==> config.mk <==
export PLATFORM = sky130hd
export DESIGN_NAME = sacc_top
export DESIGN_NICKNAME = d
export VERILOG_FILES = /design/src/rtl/sacc_pkg.sv /design/src/rtl/sacc_top.sv
export SDC_FILE = /design/constraint.sdc
export NUM_CORES = 1
export LEC_CHECK = 0
export ABC_AREA = 1
export BUFFER_PORTS_ARGS = -buffer_cell sky130_fd_sc_hd__buf_2
export CAP_MARGIN = 20
export CELL_PAD_IN_SITES_DETAIL_PLACEMENT = 1
export CELL_PAD_IN_SITES_GLOBAL_PLACEMENT = 2
export CORE_ASPECT_RATIO = 1.1
export CORE_MARGIN = 10
export CORE_UTILIZATION = 34
export DETAILED_ROUTE_END_ITERATION = 16
export PLACE_DENSITY_LB_ADDON = 0.1
export SLEW_MARGIN = 20
export SYNTH_ARGS = -nofsm -noshare
export SYNTH_HDL_FRONTEND = slang
export SYNTH_SLANG_ARGS = --single-unit
==> constraint.sdc <==
create_clock -name clk -period 3.3 [get_ports clk]
set_clock_uncertainty 0.05 [all_clocks]
set_input_delay 0.33 -clock clk [delete_from_list [all_inputs] [get_ports clk]]
set_output_delay 0.33 -clock clk [all_outputs]
set_load 0.01 [all_outputs]
==> src/rtl/sacc_pkg.sv <==
package sacc_pkg;

    // Register addresses
    localparam logic [7:0] OPT_ADDR = 8'h94;
    localparam logic [7:0] FLG_ADDR = 8'h95;
    localparam logic [7:0] RLO_ADDR = 8'hAA;
    localparam logic [7:0] RHI_ADDR = 8'hAB;
    localparam logic [7:0] CHS_ADDR = 8'hAE;
    localparam logic [7:0] AUX_ADDR = 8'hF8;
    localparam logic [7:0] IST_ADDR = 8'hF0;
    localparam logic [7:0] IMSK_ADDR = 8'hF1;

    // Field positions
    localparam int OPT_RATE_LSB = 2;
    localparam int FLG_DONE_BIT = 4;
    localparam int AUX_START_BIT = 4;
    localparam int CHS_CH_LSB = 4;
    localparam int CHS_REF_LSB = 2;
    localparam int CHS_FORCE_BIT = 1;
    localparam int IRQ_DONE_BIT = 0;
    localparam int RES_BITS = 12;
    localparam int RHI_LSB = 4;

    // Values after reset and writable bits
    localparam logic [7:0] OPT_RST = 8'h00;
    localparam logic [7:0] CHS_RST = 8'hF0;
    localparam logic [7:0] AUX_RST = 8'h00;
    localparam logic [7:0] OPT_WMASK = 8'hBF;
    localparam logic [7:0] CHS_WMASK = 8'hFE;

    // Channel and reference codes
    localparam logic [3:0] CH_RESERVED = 4'hA;
    localparam logic [3:0] CH_BANDGAP = 4'hB;
    localparam logic [3:0] CH_QUARTER_SUPPLY = 4'hF;
    localparam logic [1:0] REF_SUPPLY = 2'h0;
    localparam logic [1:0] REF_2V5 = 2'h1;

    // Clock rate codes: last count of the divider per code
    localparam logic [1:0] RATE_DIV32 = 2'h0;
    localparam logic [1:0] RATE_DIV16 = 2'h1;
    localparam logic [1:0] RATE_DIV8 = 2'h2;
    localparam logic [1:0] RATE_DIV4 = 2'h3;
    localparam logic [4:0] DIV32_LAST = 5'h1F;
    localparam logic [4:0] DIV16_LAST = 5'h0F;
    localparam logic [4:0] DIV8_LAST = 5'h07;
    localparam logic [4:0] DIV4_LAST = 5'h03;

    // Conversion timing in converter clocks
    localparam logic [5:0] CONV_CYCLES = 6'h32;
    localparam logic [5:0] CONV_LAST = CONV_CYCLES - 6'h01;
    localparam logic [5:0] SAMPLE_CYCLES = CONV_CYCLES - 6'h18;

    typedef enum logic [0:0] {
        PH_IDLE = 1'b0,
        PH_CONV = 1'b1
    } sacc_phase_e;

    typedef struct packed {
        logic rd;
        logic wr;
        logic [7:0] addr;
        logic [7:0] wdata;
    } sacc_bus_s;

    typedef struct packed {
        logic [3:0] channel;
        logic [1:0] ref_sel;
        logic bandgap_en;
        logic conv_clk;
        logic sample;
        logic busy;
    } sacc_core_s;

    typedef struct packed {
        sacc_phase_e phase;
        logic [7:0] opt;
        logic [7:0] chs;
        logic [7:0] aux;
        logic done;
        logic [11:0] result;
        logic [4:0] div_cnt;
        logic [5:0] conv_cnt;
        logic conv_clk;
        logic irq_status;
        logic irq_mask;
        logic [7:0] rdata;
    } sacc_state_s;

    localparam sacc_state_s STATE_RST = '{
        phase: PH_IDLE,
        opt: OPT_RST,
        chs: CHS_RST,
        aux: AUX_RST,
        done: 1'b0,
        result: 12'h000,
        div_cnt: 5'h00,
        conv_cnt: 6'h00,
        conv_clk: 1'b1,
        irq_status: 1'b0,
        irq_mask: 1'b0,
        rdata: 8'h00
    };

endpackage

==> src/rtl/sacc_top.sv <==
// Summary of operation
// - Converter clock is system clock divided by 32, 16, 8 or 4 per rate.
// - Writing the start bit begins conversion; hardware clears it at the end.
// - Completion sets the done flag and requests an interrupt when enabled.
// - Done flag clears by writing zero to it or one to the start bit.
// - Flag register bits clear on zero write; EFh clears only done flag.
// - Writing ones to the flag register leaves its flags unchanged.
// - One conversion lasts 50 converter clocks, sampling plus two per bit.
// - Result registers load together with the done flag setting.
// - High byte holds result 11..4, low holds 3..0 in bits 7..4.
// - Four-bit channel field routes inputs, bandgap and quarter supply.
// - Selecting the bandgap channel turns on the bandgap generator.
// - Force bit keeps bandgap on except in halt and stop modes.
// - Two-bit reference field: 00 supply, 01 2.5V, others reserved.
// - Start bit is aux bit 4, done flag is flag bit 4; reset zero.
// - Software may write zero to the start bit to clear it.
`timescale 1ns/10ps
module sacc_top (
    // Clock and reset
    input wire logic clk,
    input wire logic srst,
    // Register port
    input wire sacc_pkg::sacc_bus_s bus,
    output logic [7:0] rdata,
    // Power modes from the power controller
    input wire logic halt_mode,
    input wire logic stop_mode,
    // Analog converter core
    input wire logic [11:0] core_result,
    output sacc_pkg::sacc_core_s core,
    // Interrupt
    output logic irq
);

    sacc_pkg::sacc_state_s s;
    sacc_pkg::sacc_state_s next_s;

    logic [4:0] div_last;
    logic tick;
    logic start_wr;
    logic stop_wr;
    logic [3:0] channel;

    assign channel = s.chs[sacc_pkg::CHS_CH_LSB +: 4];

    always_comb begin
        unique case (s.opt[sacc_pkg::OPT_RATE_LSB +: 2])
            sacc_pkg::RATE_DIV32: div_last = sacc_pkg::DIV32_LAST;
            sacc_pkg::RATE_DIV16: div_last = sacc_pkg::DIV16_LAST;
            sacc_pkg::RATE_DIV8: div_last = sacc_pkg::DIV8_LAST;
            sacc_pkg::RATE_DIV4: div_last = sacc_pkg::DIV4_LAST;
        endcase
    end

    assign tick = (s.div_cnt == div_last);
    assign start_wr = bus.wr && (bus.addr == sacc_pkg::AUX_ADDR)
        && bus.wdata[sacc_pkg::AUX_START_BIT];
    assign stop_wr = bus.wr && (bus.addr == sacc_pkg::AUX_ADDR)
        && !bus.wdata[sacc_pkg::AUX_START_BIT];

    always_comb begin
        next_s = s;

        // Read data for the cycle after the strobe
        next_s.rdata = 8'h00;
        if (bus.rd) begin
            case (bus.addr)
                sacc_pkg::OPT_ADDR: next_s.rdata = s.opt;
                sacc_pkg::FLG_ADDR:
                    next_s.rdata[sacc_pkg::FLG_DONE_BIT] = s.done;
                sacc_pkg::RLO_ADDR:
                    next_s.rdata = {s.result[3:0], 4'h0};
                sacc_pkg::RHI_ADDR:
                    next_s.rdata = s.result[sacc_pkg::RHI_LSB +: 8];
                sacc_pkg::CHS_ADDR: next_s.rdata = s.chs;
                sacc_pkg::AUX_ADDR: next_s.rdata = s.aux;
                sacc_pkg::IST_ADDR:
                    next_s.rdata[sacc_pkg::IRQ_DONE_BIT] = s.irq_status;
                sacc_pkg::IMSK_ADDR:
                    next_s.rdata[sacc_pkg::IRQ_DONE_BIT] = s.irq_mask;
                default: next_s.rdata = 8'h00;
            endcase
            if (bus.addr == sacc_pkg::IST_ADDR) begin
                next_s.irq_status = 1'b0;
            end
        end

        // Register writes; result registers ignore writes
        if (bus.wr) begin
            case (bus.addr)
                sacc_pkg::OPT_ADDR:
                    next_s.opt = bus.wdata & sacc_pkg::OPT_WMASK;
                sacc_pkg::CHS_ADDR:
                    next_s.chs = bus.wdata & sacc_pkg::CHS_WMASK;
                sacc_pkg::FLG_ADDR: begin
                    // Zero clears, one keeps
                    if (!bus.wdata[sacc_pkg::FLG_DONE_BIT]) begin
                        next_s.done = 1'b0;
                    end
                end
                sacc_pkg::AUX_ADDR: next_s.aux = bus.wdata;
                sacc_pkg::IMSK_ADDR:
                    next_s.irq_mask = bus.wdata[sacc_pkg::IRQ_DONE_BIT];
                default: ;
            endcase
        end

        // Converter clock divider
        if (tick) begin
            next_s.div_cnt = 5'h00;
        end else begin
            next_s.div_cnt = s.div_cnt + 5'h01;
        end

        unique case (s.phase)
            sacc_pkg::PH_IDLE: begin
                if (start_wr) begin
                    next_s.phase = sacc_pkg::PH_CONV;
                    next_s.conv_cnt = 6'h00;
                    next_s.div_cnt = 5'h00;
                    next_s.done = 1'b0;
                end
            end
            sacc_pkg::PH_CONV: begin
                if (start_wr) begin
                    // Restart drops the running conversion
                    next_s.conv_cnt = 6'h00;
                    next_s.div_cnt = 5'h00;
                    next_s.done = 1'b0;
                end else if (stop_wr) begin
                    next_s.phase = sacc_pkg::PH_IDLE;
                    next_s.conv_cnt = 6'h00;
                end else if (tick) begin
                    if (s.conv_cnt == sacc_pkg::CONV_LAST) begin
                        next_s.phase = sacc_pkg::PH_IDLE;
                        next_s.conv_cnt = 6'h00;
                        next_s.result = core_result;
                        next_s.done = 1'b1;
                        next_s.irq_status = 1'b1;
                        next_s.aux[sacc_pkg::AUX_START_BIT] = 1'b0;
                    end else begin
                        next_s.conv_cnt = s.conv_cnt + 6'h01;
                    end
                end
            end
        endcase

        // High during the first half of each converter clock
        next_s.conv_clk = (next_s.div_cnt <= (div_last >> 1));
    end

    always_ff @(posedge clk) begin
        if (srst) begin
            s <= sacc_pkg::STATE_RST;
        end else begin
            s <= next_s;
        end
    end

    always_comb begin
        core.channel = channel;
        core.ref_sel = s.chs[sacc_pkg::CHS_REF_LSB +: 2];
        core.bandgap_en = (channel == sacc_pkg::CH_BANDGAP)
            || (s.chs[sacc_pkg::CHS_FORCE_BIT]
            && !(halt_mode || stop_mode));
        core.conv_clk = s.conv_clk;
        core.busy = (s.phase == sacc_pkg::PH_CONV);
        core.sample = (s.phase == sacc_pkg::PH_CONV)
            && (s.conv_cnt < sacc_pkg::SAMPLE_CYCLES);
    end

    assign rdata = s.rdata;
    assign irq = s.irq_status && s.irq_mask;

endmodule

==> qor.csv, run 1 <==
stage,metric,value,unit
power,leakage,1.62,nW
timing,unrepaired setup endpoints after global routing,false,
power,Clock Power Share,0.487,
floorplanning,Die ar.,13300,um^2
drt,met2 WL,4.09,mm
finish,Final Cell Area,3550,um^2
synthesis,main area contributors after synthesis,"dfxtp_1, nand2_1, nor2_1",
synthesis,synth unique cells,37,
floorplanning,Die W,111,um
floorplanning,CORE AREA,8870,um^2
synthesis,Seq cells post-synth,58,
timing,Worst slew margin,0.688,
drt,Iteration-0 DRC Markers,61,
clock_network,CTS Buf Count,9,
worst_hold_path,worst min path class,primary input to flip-flop,
worst_hold_path,hold depth,3,
power,P per Cell Area,438,nW/um^2
setup_path,CP startpoint,s[54],
drt,drt drc,0,
synthesis,post-synthesis cell count,427,
finish,fillers,1139,
drt,mean routed wirelength per cell,15.4,um
synthesis,Synth area leader,dfxtp_1,
synthesis,YS warnings,0,
finish,layout net count,505,
run,max-cap viol count,0,
global_routing,vias in the first global route,2916,
floorplanning,height of the chip,120,um
placement,Post-DP HPWL,6.76,mm
worst_hold_path,hold path endpoint,s[32],
finish,share of cells above drive strength 1,0.213,
setup_path,"CP delay by family, top",simple AND/OR/NAND/NOR gates,
power,sequential power share,0.455,
power,Psw,0.388,mW
timing,final setup vio count,0,
clock_network,Worst-Skew Late Latency,0.34,ns
synthesis,Post-synth top flop,dfxtp_1,
drt,First-pass DRT Iterations,4,
drt,top routing layer in use,met4,
global_routing,global-route wire length before repair,14.7,mm
clock_network,# resized after CTS,0,
setup_path,Critical Path Source Type,flip-flop,
synthesis,Post-synth EDFFs,0,
synthesis,Mapped Nets,467,
drt,via density per instance,4.76,
setup_path,Setup CP Type,flip-flop to flip-flop,
finish,n_diodes,0,
placement,IO Port Bufs,52,
setup_path,crit-path max cell delay,0.49,ns
placement,dpl ws,1.11,ns
synthesis,post-synthesis average cell area,7.22,um^2
global_routing,initial antenna violation count,0,
power,worst vdd ir,0.212,mV
power,Comb pwr share,0.059,
floorplanning,starting density of the core,0.347,
setup_path,"slowest stage cell, crit path",dfxtp_1,
power,Pint,1.17,mW
setup_path,r2r endpoint,core[2],
global_routing,largest net degree at the start of global routing,35,
timing,Tcrit/Tclk final,0.653,
timing,min Tclk post-route,2.16,ns
clock_network,hold buffers post-CTS,0,
timing,"Slew Viols, Final",0,
outcome,status,finished clean,
timing,Peak Freq,464,MHz
drt,DR vias,2780,
timing,Setup TNS,0,ns
global_routing,GRT overflow,0,
setup_path,reg2reg setup slack,1.14,ns
setup_path,kind of end point of the critical path,flip-flop,
synthesis,post-synthesis sequential area ratio,0.377,
timing,setup ws final,1.14,ns
synthesis,most frequent cell after synthesis,nand2_1,
synthesis,Yosys top cell area share,0.377,
setup_path,R2R depth,11,
drt,WL met1,4.45,mm
floorplanning,Core Rows,36,
placement,area post-placement,3320,um^2
setup_path,Crit path buffers/inverters,0,
clock_network,clock root buffer,clkbuf_8,
drt,drt total wl,9.00,mm
global_routing,GRT Total Usage,0.136,
clock_network,Post-CTS Setup Inserts,0,
timing,Slew @ Worst Pin,0.463,ns
finish,Syn-to-layout area delta,15.1,%
worst_hold_path,worst hold path startpoint,core_result[10],
drt,Met3 Wirelength,338,um
synthesis,Post-synth ARST share,0,
setup_path,Worst Path Required,3.52,ns
placement,GP Congestion,0.830,
power,Sw Ratio,0.250,
setup_path,Crit Path Max Fanout,7,
clock_network,clock slew at reported path FFs,0.08,ns
floorplanning,io pins,53,
clock_network,CTS tree,built,
synthesis,Commonest cells post-synth,"nand2_1, dfxtp_1, nor2_1",
synthesis,"Cell Area, Synth",3080,um^2
setup_path,worst-path cell chain,nand2_1 > nand2_2 > nand2_4 > nand2_2 > nor2_4 > or2_2 > nor2_1 > ha_1 > a21oi_1 > a21oi_1 > a21oi_2,
setup_path,Critical Path AT,2.38,ns
clock_network,CTS Sinks,58,
drt,Final ANT Viol Nets,0,
timing,final hold violation count,0,
clock_network,H-Tree Depth,3,
setup_path,RR Startpoint,s[54],
clock_network,Clock Tree Buf Depth,2,
## metrics by stage
step	utilization	cells	power (mW)	hold WS (ns)
6_report	0.400	584	1.55	0.160
5_1_grt	0.400	584	1.63	0.155
4_1_cts	0.400	584	1.58	0.145
3_5_place_dp	0.374	568	0.815	0.401
3_3_place_gp	0.374	568	0.813	0.390
2_1_floorplan	-	427	0.772	0.375
## worst max-delay path by stage
| stage | endpoint | slack [ns] | depth (start not counted) |
|---|---|---|---|
| 4_1_cts | core[2] | 1.11 | 11 |
| 2_1_floorplan | core[2] | 1.43 | 11 |
| 3_5_place_dp | core[2] | 1.11 | 13 |
| 5_1_grt | core[2] | 0.99 | 11 |
| 3_3_place_gp | s[29] | 1.19 | 8 |
| 6_report | core[2] | 1.14 | 11 |
## tightest hold or removal path, delay by kind of cell
family	cells	cell delay, ns
buffers and inverters	1	0.08
and+or+nand+nor	2	0.11
## cell type report
type,count,area [um^2],share of cell area
Inverter,58,218,0.0614
Sequential cell,58,1160,0.327
Clock buffer,9,124,0.0349
Multi-Input combinational cell,285,1530,0.432
Clock inverter,7,103,0.0289
Tap cell,114,143,0.0402
Timing Repair Buffer,53,268,0.0755
## power groups by stage
stage | clock (mW) | sequential, mW | combinational (mW)
after floorplan | 0 | 0.722 | 0.0498
after detailed placement | 0 | 0.723 | 0.0922
after CTS | 0.781 | 0.707 | 0.0925
after global routing | 0.815 | 0.707 | 0.104
final | 0.756 | 0.707 | 0.0909
after global placement | 0 | 0.723 | 0.0905
## placed cells by master, fill, tap and decap left out, drive strengths merged, types with 2 or more instances in the layout
cell type  netlist  final
clkbuf           6      9
o21bai           2      2
buf             20     53
inv             58     59
nor3             8      8
dfxtp           58     58
nand2           74     74
xor2             5      5
nand4            8      8
a21oi           38     38
ha               6      6
nor2            64     64
o22ai            8      8
and3             2      2
o31ai            2      2
bufinv           0      2
o21ai           33     33
clkinv           0      3
nand3           29     29
or2              2      2
## layer usage
layer  track usage  up-vias
met5             0        -
met4        0.0578        0
met3        0.0294        7
met2         0.218       49
met1         0.173     1282
li1              -     1442
## state kept, by name, indices dropped and copies added, names as in the netlist
name   count
core       8
rdata      8
s         42
## kinds of logic (layout without fill, tap and decap cells)
logic type / count (synthesis) / in the layout / synth area share
AND/OR/NAND/NOR: 190 / 190 / 0.314
flip-flops: 58 / 58 / 0.377
AO/OA/AOI/OAI: 84 / 84 / 0.145
XOR/XNOR: 5 / 5 / 0.0142
adder cells (fa/ha/maj): 6 / 6 / 0.0244
buffers and inverters: 84 / 127 / 0.126
(Power assumes the default switching activity.)
==> run 2: changes to the inputs <==
Settings changed: CORE_UTILIZATION 34 to 31.
Clock period 3.3 ns to 2.2 ns, I/O delays scaled along.
==> qor.csv, run 2 (synthesized netlist as in run 1, its figures left out) <==
stage,metric,value,unit,change
outcome,status,finished clean,,unchanged
floorplanning,CORE AREA,9790,um^2,was 8870 um^2
floorplanning,starting density of the core,0.315,,was 0.347
floorplanning,Die W,115,um,was 111 um
floorplanning,io pins,53,,unchanged
drt,drt drc,0,,unchanged
setup_path,Worst Path Required,2.43,ns,was 3.52 ns
finish,"commonest non-fill, non-tap cell in the layout",nand2_1,,unchanged
timing,Tcrit/Tclk final,0.935,,was 0.653
setup_path,crit-path max cell delay,0.34,ns,was 0.49 ns
drt,Final ANT Viol Nets,0,,unchanged
setup_path,kind of end point of the critical path,flip-flop,,unchanged
power,worst vdd ir,0.199,mV,was 0.212 mV
placement,IO Port Bufs,52,,unchanged
clock_network,H-Tree Depth,3,,unchanged
global_routing,GRT overflow,0,,unchanged
clock_network,CTS tree,built,,unchanged
drt,DR vias,2846,,"was 2,780"
timing,unrepaired setup endpoints after global routing,false,,unchanged
clock_network,clock slew at reported path FFs,0.07,ns,was 0.08 ns
placement,Post-DP HPWL,7.22,mm,was 6.76 mm
clock_network,CTS Sinks,58,,unchanged
setup_path,"slowest stage cell, crit path",dfxtp_1,,unchanged
worst_hold_path,worst min path class,primary input to flip-flop,,unchanged
run,max-cap viol count,0,,unchanged
timing,Peak Freq,486,MHz,was 464 MHz
clock_network,CTS Buf Count,9,,unchanged
finish,n_diodes,0,,unchanged
floorplanning,Die ar.,14300,um^2,"was 13,300 um^2"
clock_network,clock root buffer,clkbuf_8,,unchanged
clock_network,Worst-Skew Late Latency,0.35,ns,was 0.34 ns
drt,via density per instance,4.75,,was 4.76
finish,max FFs per register,42,,unchanged
timing,"Slew Viols, Final",0,,unchanged
power,leakage,1.64,nW,was 1.62 nW
drt,First-pass DRT Iterations,4,,unchanged
power,Tot Pwr,2.11,mW,was 1.55 mW
drt,top routing layer in use,met4,,unchanged
finish,"commonest non-fill, non-tap cells in the layout","nand2_1, nor2_1, dfxtp_1",,"was nand2_1, dfxtp_1, nor2_1"
global_routing,GRT Total Usage,0.135,,was 0.136
global_routing,initial antenna violation count,0,,unchanged
finish,layout net count,515,,was 505
finish,Syn-to-layout area delta,16.3,%,was 15.1%
drt,mean routed wirelength per cell,15.8,um,was 15.4 um
drt,drt total wl,9.44,mm,was 9.00 mm
floorplanning,height of the chip,125,um,was 120 um
drt,Iteration-0 DRC Markers,72,,was 61
global_routing,global-route wire length before repair,15.4,mm,was 14.7 mm
setup_path,Setup CP Type,flip-flop to flip-flop,,unchanged
global_routing,vias in the first global route,2930,,"was 2,916"
timing,Slew @ Worst Pin,0.416,ns,was 0.463 ns
timing,final setup vio count,0,,unchanged
drt,met2 WL,4.11,mm,was 4.09 mm
global_routing,largest net degree at the start of global routing,27,,was 35
setup_path,Critical Path Most Common Cell,nand2_2,,
finish,share of cells above drive strength 1,0.230,,was 0.213
power,P per Cell Area,589,nW/um^2,was 438 nW/um^2
timing,min Tclk post-route,2.06,ns,was 2.16 ns
placement,GP Congestion,0.791,,was 0.830
setup_path,Crit Path Max Fanout,4,,was 7
drt,WL met1,4.67,mm,was 4.45 mm
finish,Top reg by flops,s,,unchanged
floorplanning,Core Rows,38,,was 36
timing,Setup TNS,0,ns,unchanged
setup_path,worst-path cell chain,inv_1 > nand2_2 > nand2_2 > nand2_4 > nand2_2 > nor2_4 > or2_2 > nor2_1 > ha_1 > a21oi_1 > a21oi_1 > a21oi_2,,was nand2_1 > nand2_2 > nand2_4 > nand2_2 > nor2_4 > or2_2 > nor2_1 > ha_1 > a21oi_1 > a21oi_1 > a21oi_2
timing,Hold WS,0.0400,ns,was 0.160 ns
timing,Worst slew margin,0.720,,was 0.688
clock_network,Clock Tree Buf Depth,2,,unchanged
setup_path,Critical Path Source Type,flip-flop,,unchanged
setup_path,Critical Path AT,2.29,ns,was 2.38 ns
timing,final hold violation count,0,,unchanged
drt,Met3 Wirelength,491,um,was 338 um
[run 2: per-layer routing]
layer | global-route usage | vias up
met2 | 0.194 | 55
met4 | 0.0620 | 0
met3 | 0.0356 | 13
li1 | - | 1463
met5 | 0 | -
met1 | 0.182 | 1315
[run 2: cell type report]
class                   count  area [um^2]
fillers                  1265         6210
multi-input cells         285         1540
flip-flops and latches     58         1160
repair buffers             63          343
inverters                  58          218
clock buffers              13          159
well taps                 120          150
clock inverters             2         12.5
[run 2: power breakdown]
part           internal, mW  switching (mW)  total (mW)  leakage, nW
registers              1.06         0.00376        1.06        0.469
logic                0.0528          0.0944       0.147         1.09
clock network         0.463           0.441       0.904       0.0855
total                  1.57           0.539        2.11         1.64
[run 2: path summary, 6_finish.rpt]
kind,from,endpoint,slack [ns],cells after the start
max reg2reg,s[53],core[2],0.14,12
min,core_result[4],s[26],0.04,3
min reg2reg,s[17],s[17],0.39,1
max,s[53],core[2],0.14,12
[run 2: through the flow]
step	cell area, um^2	cells	util	worst slack (ns)
after floorplan	3080	427	-	0.335
after global placement	3390	582	0.346	0.180
after detailed placement	3390	582	0.346	0.0429
after CTS	3560	597	0.364	0.0138
after global routing	3590	599	0.366	0.0217
final	3590	599	0.366	0.143
[run 2: worst max-delay path, delay by kind of cell (launching register included)]
family | cells | cell delay (ns)
AND/OR/NAND/NOR | 7 | 0.76
buffers and inverters | 1 | 0.13
AO/OA/AOI/OAI | 3 | 0.43
flip-flops | 1 | 0.34
adder cells (fa/ha/maj) | 1 | 0.27
[run 2: timing repair]
item / in CTS / in global routing
buffers inserted: 0 / 2
endpoints found under the setup margin: 0 / 1
gates resized for setup: 0 / 4
hold buffers: 0 / 0
==> run 3: changes to the inputs <==
Settings changed: CORE_MARGIN 10 to unset, CTS_CLUSTER_SIZE set to 16.
==> qor.csv, run 3 (synthesized netlist as in run 1, its figures left out) <==
stage,metric,value,unit,change
power,leakage,1.67,nW,was 1.64 nW
finish,max FFs per register,42,,unchanged
finish,Top reg by flops,s,,unchanged
setup_path,Critical Path Source Type,flip-flop,,unchanged
floorplanning,height of the chip,107,um,was 125 um
timing,Hold WS,0.0468,ns,was 0.0400 ns
outcome,status,finished clean,,unchanged
clock_network,Clock Tree Buf Depth,2,,unchanged
drt,Final ANT Viol Nets,0,,unchanged
worst_hold_path,worst min path class,primary input to flip-flop,,unchanged
run,max-cap viol count,0,,unchanged
timing,final setup vio count,0,,unchanged
floorplanning,starting density of the core,0.325,,was 0.315
floorplanning,io pins,53,,unchanged
finish,Non-Filler Instances,594,,was 599
timing,final hold violation count,0,,unchanged
drt,drt drc,0,,unchanged
setup_path,kind of end point of the critical path,flip-flop,,unchanged
placement,Placed Cells,578,,was 582
placement,area post-placement,3380,um^2,was 3390 um^2
timing,Peak Freq,486,MHz,about the same
power,worst vdd ir,0.376,mV,was 0.199 mV
clock_network,Post-CTS Setup Inserts,0,,unchanged
floorplanning,Die ar.,10300,um^2,"was 14,300 um^2"
finish,final core occ,0.384,,was 0.366
finish,"commonest non-fill, non-tap cell in the layout",nand2_1,,unchanged
setup_path,Setup CP Type,flip-flop to flip-flop,,unchanged
placement,Post-DP HPWL,6.63,mm,was 7.22 mm
clock_network,Worst-Skew Late Latency,0.34,ns,was 0.35 ns
setup_path,Worst Path Required,2.43,ns,about the same
timing,Worst slew margin,0.704,,was 0.720
finish,layout net count,512,,was 515
clock_network,CTS Buf Count,9,,unchanged
finish,Syn-to-layout area delta,18.1,%,was 16.3%
placement,GP Congestion,0.815,,was 0.791
drt,mean routed wirelength per cell,15.0,um,was 15.8 um
finish,share of cells above drive strength 1,0.231,,was 0.230
timing,Slew @ Worst Pin,0.439,ns,was 0.416 ns
global_routing,GRT overflow,0,,unchanged
global_routing,initial antenna violation count,0,,unchanged
clock_network,CTS Sinks,58,,unchanged
floorplanning,CORE AREA,9490,um^2,was 9790 um^2
drt,via density per instance,4.79,,was 4.75
drt,Iteration-0 DRC Markers,84,,was 72
timing,Setup TNS,0,ns,unchanged
global_routing,vias in the first global route,2823,,"was 2,930"
timing,"Slew Viols, Final",0,,unchanged
timing,unrepaired setup endpoints after global routing,false,,unchanged
global_routing,largest net degree at the start of global routing,35,,was 27
drt,First-pass DRT Iterations,4,,unchanged
finish,fillers,1216,,"was 1,265"
clock_network,H-Tree Depth,3,,unchanged
setup_path,Crit Path Max Fanout,4,,unchanged
timing,Tcrit/Tclk final,0.936,,was 0.935
drt,drt total wl,8.90,mm,was 9.44 mm
power,P per Cell Area,680,nW/um^2,was 589 nW/um^2
global_routing,global-route wire length before repair,14.5,mm,was 15.4 mm
setup_path,Critical Path AT,2.29,ns,about the same
placement,IO Port Bufs,52,,unchanged
clock_network,clock root buffer,clkbuf_8,,unchanged
finish,n_diodes,0,,unchanged
clock_network,CTS tree,built,,unchanged
global_routing,GRT Total Usage,0.181,,was 0.135
clock_network,clock slew at reported path FFs,0.07,ns,about the same
drt,DR vias,2843,,"was 2,846"
floorplanning,Die W,97.1,um,was 115 um
floorplanning,Core Rows,37,,was 38
finish,"commonest non-fill, non-tap cells in the layout","nand2_1, nor2_1, dfxtp_1",,unchanged
timing,min Tclk post-route,2.06,ns,about the same
finish,Final Cell Area,3640,um^2,was 3590 um^2
[run 3: worst max-delay path, cell delays in order, from the launching register on]
cell	delay [ns]
dfxtp_2	0.35
ha_2	0.21
nand2_1	0.11
nor2_4	0.14
nand2_2	0.08
nor2_4	0.14
or2_2	0.15
nor2_1	0.04
ha_1	0.31
a21oi_1	0.18
a21oi_1	0.10
a21oi_2	0.14
[run 3: power by group]
part	internal, mW	switching (mW)	leakage (nW)
Sequential	1.06	0.00398	0.469
Combinational	0.0507	0.0925	1.07
Clock	0.811	0.461	0.129
Total	1.92	0.557	1.67
[run 3: timing repair]
action / in CTS / in global routing
hold buffers: 0 / 0
gates resized for setup: 0 / 4
endpoints found under the setup margin: 0 / 1
[run 3: path summary, 6_finish.rpt]
check	startpoint	to	slack (ns)	cells after the start
setup / recovery	s[17]	core[2]	0.14	11
hold / removal	core_result[10]	s[32]	0.05	3
setup reg to reg	s[17]	core[2]	0.14	11
hold reg to reg	s[17]	s[17]	0.40	1
[run 3: layer usage]
layer / wire, um / track usage / part of all wire
met5: 0 / 0 / 0
met4: 116 / 0.0608 / 0.013
met3: 373 / 0.0430 / 0.042
met2: 3950 / 0.277 / 0.44
met1: 4460 / 0.250 / 0.50
[run 3: metrics by stage]
step | worst slack, ns | total power [mW]
after floorplan | 0.335 | 1.16
after global placement | 0.174 | 1.22
after detailed placement | 0.115 | 1.23
after CTS | 0.0949 | 2.51
after global routing | 0.0257 | 2.58
final | 0.142 | 2.47
[run 3: area by class of cell]
cell class | count | area [um^2] | share of cell area
clock buffer | 11 | 151 | 0.0416
clock inverter | 5 | 100 | 0.0275
inverter | 58 | 218 | 0.0598
multi-input combinational | 285 | 1540 | 0.423
sequential | 58 | 1160 | 0.320
tap | 117 | 146 | 0.0402
timing repair buffer | 60 | 320 | 0.0880
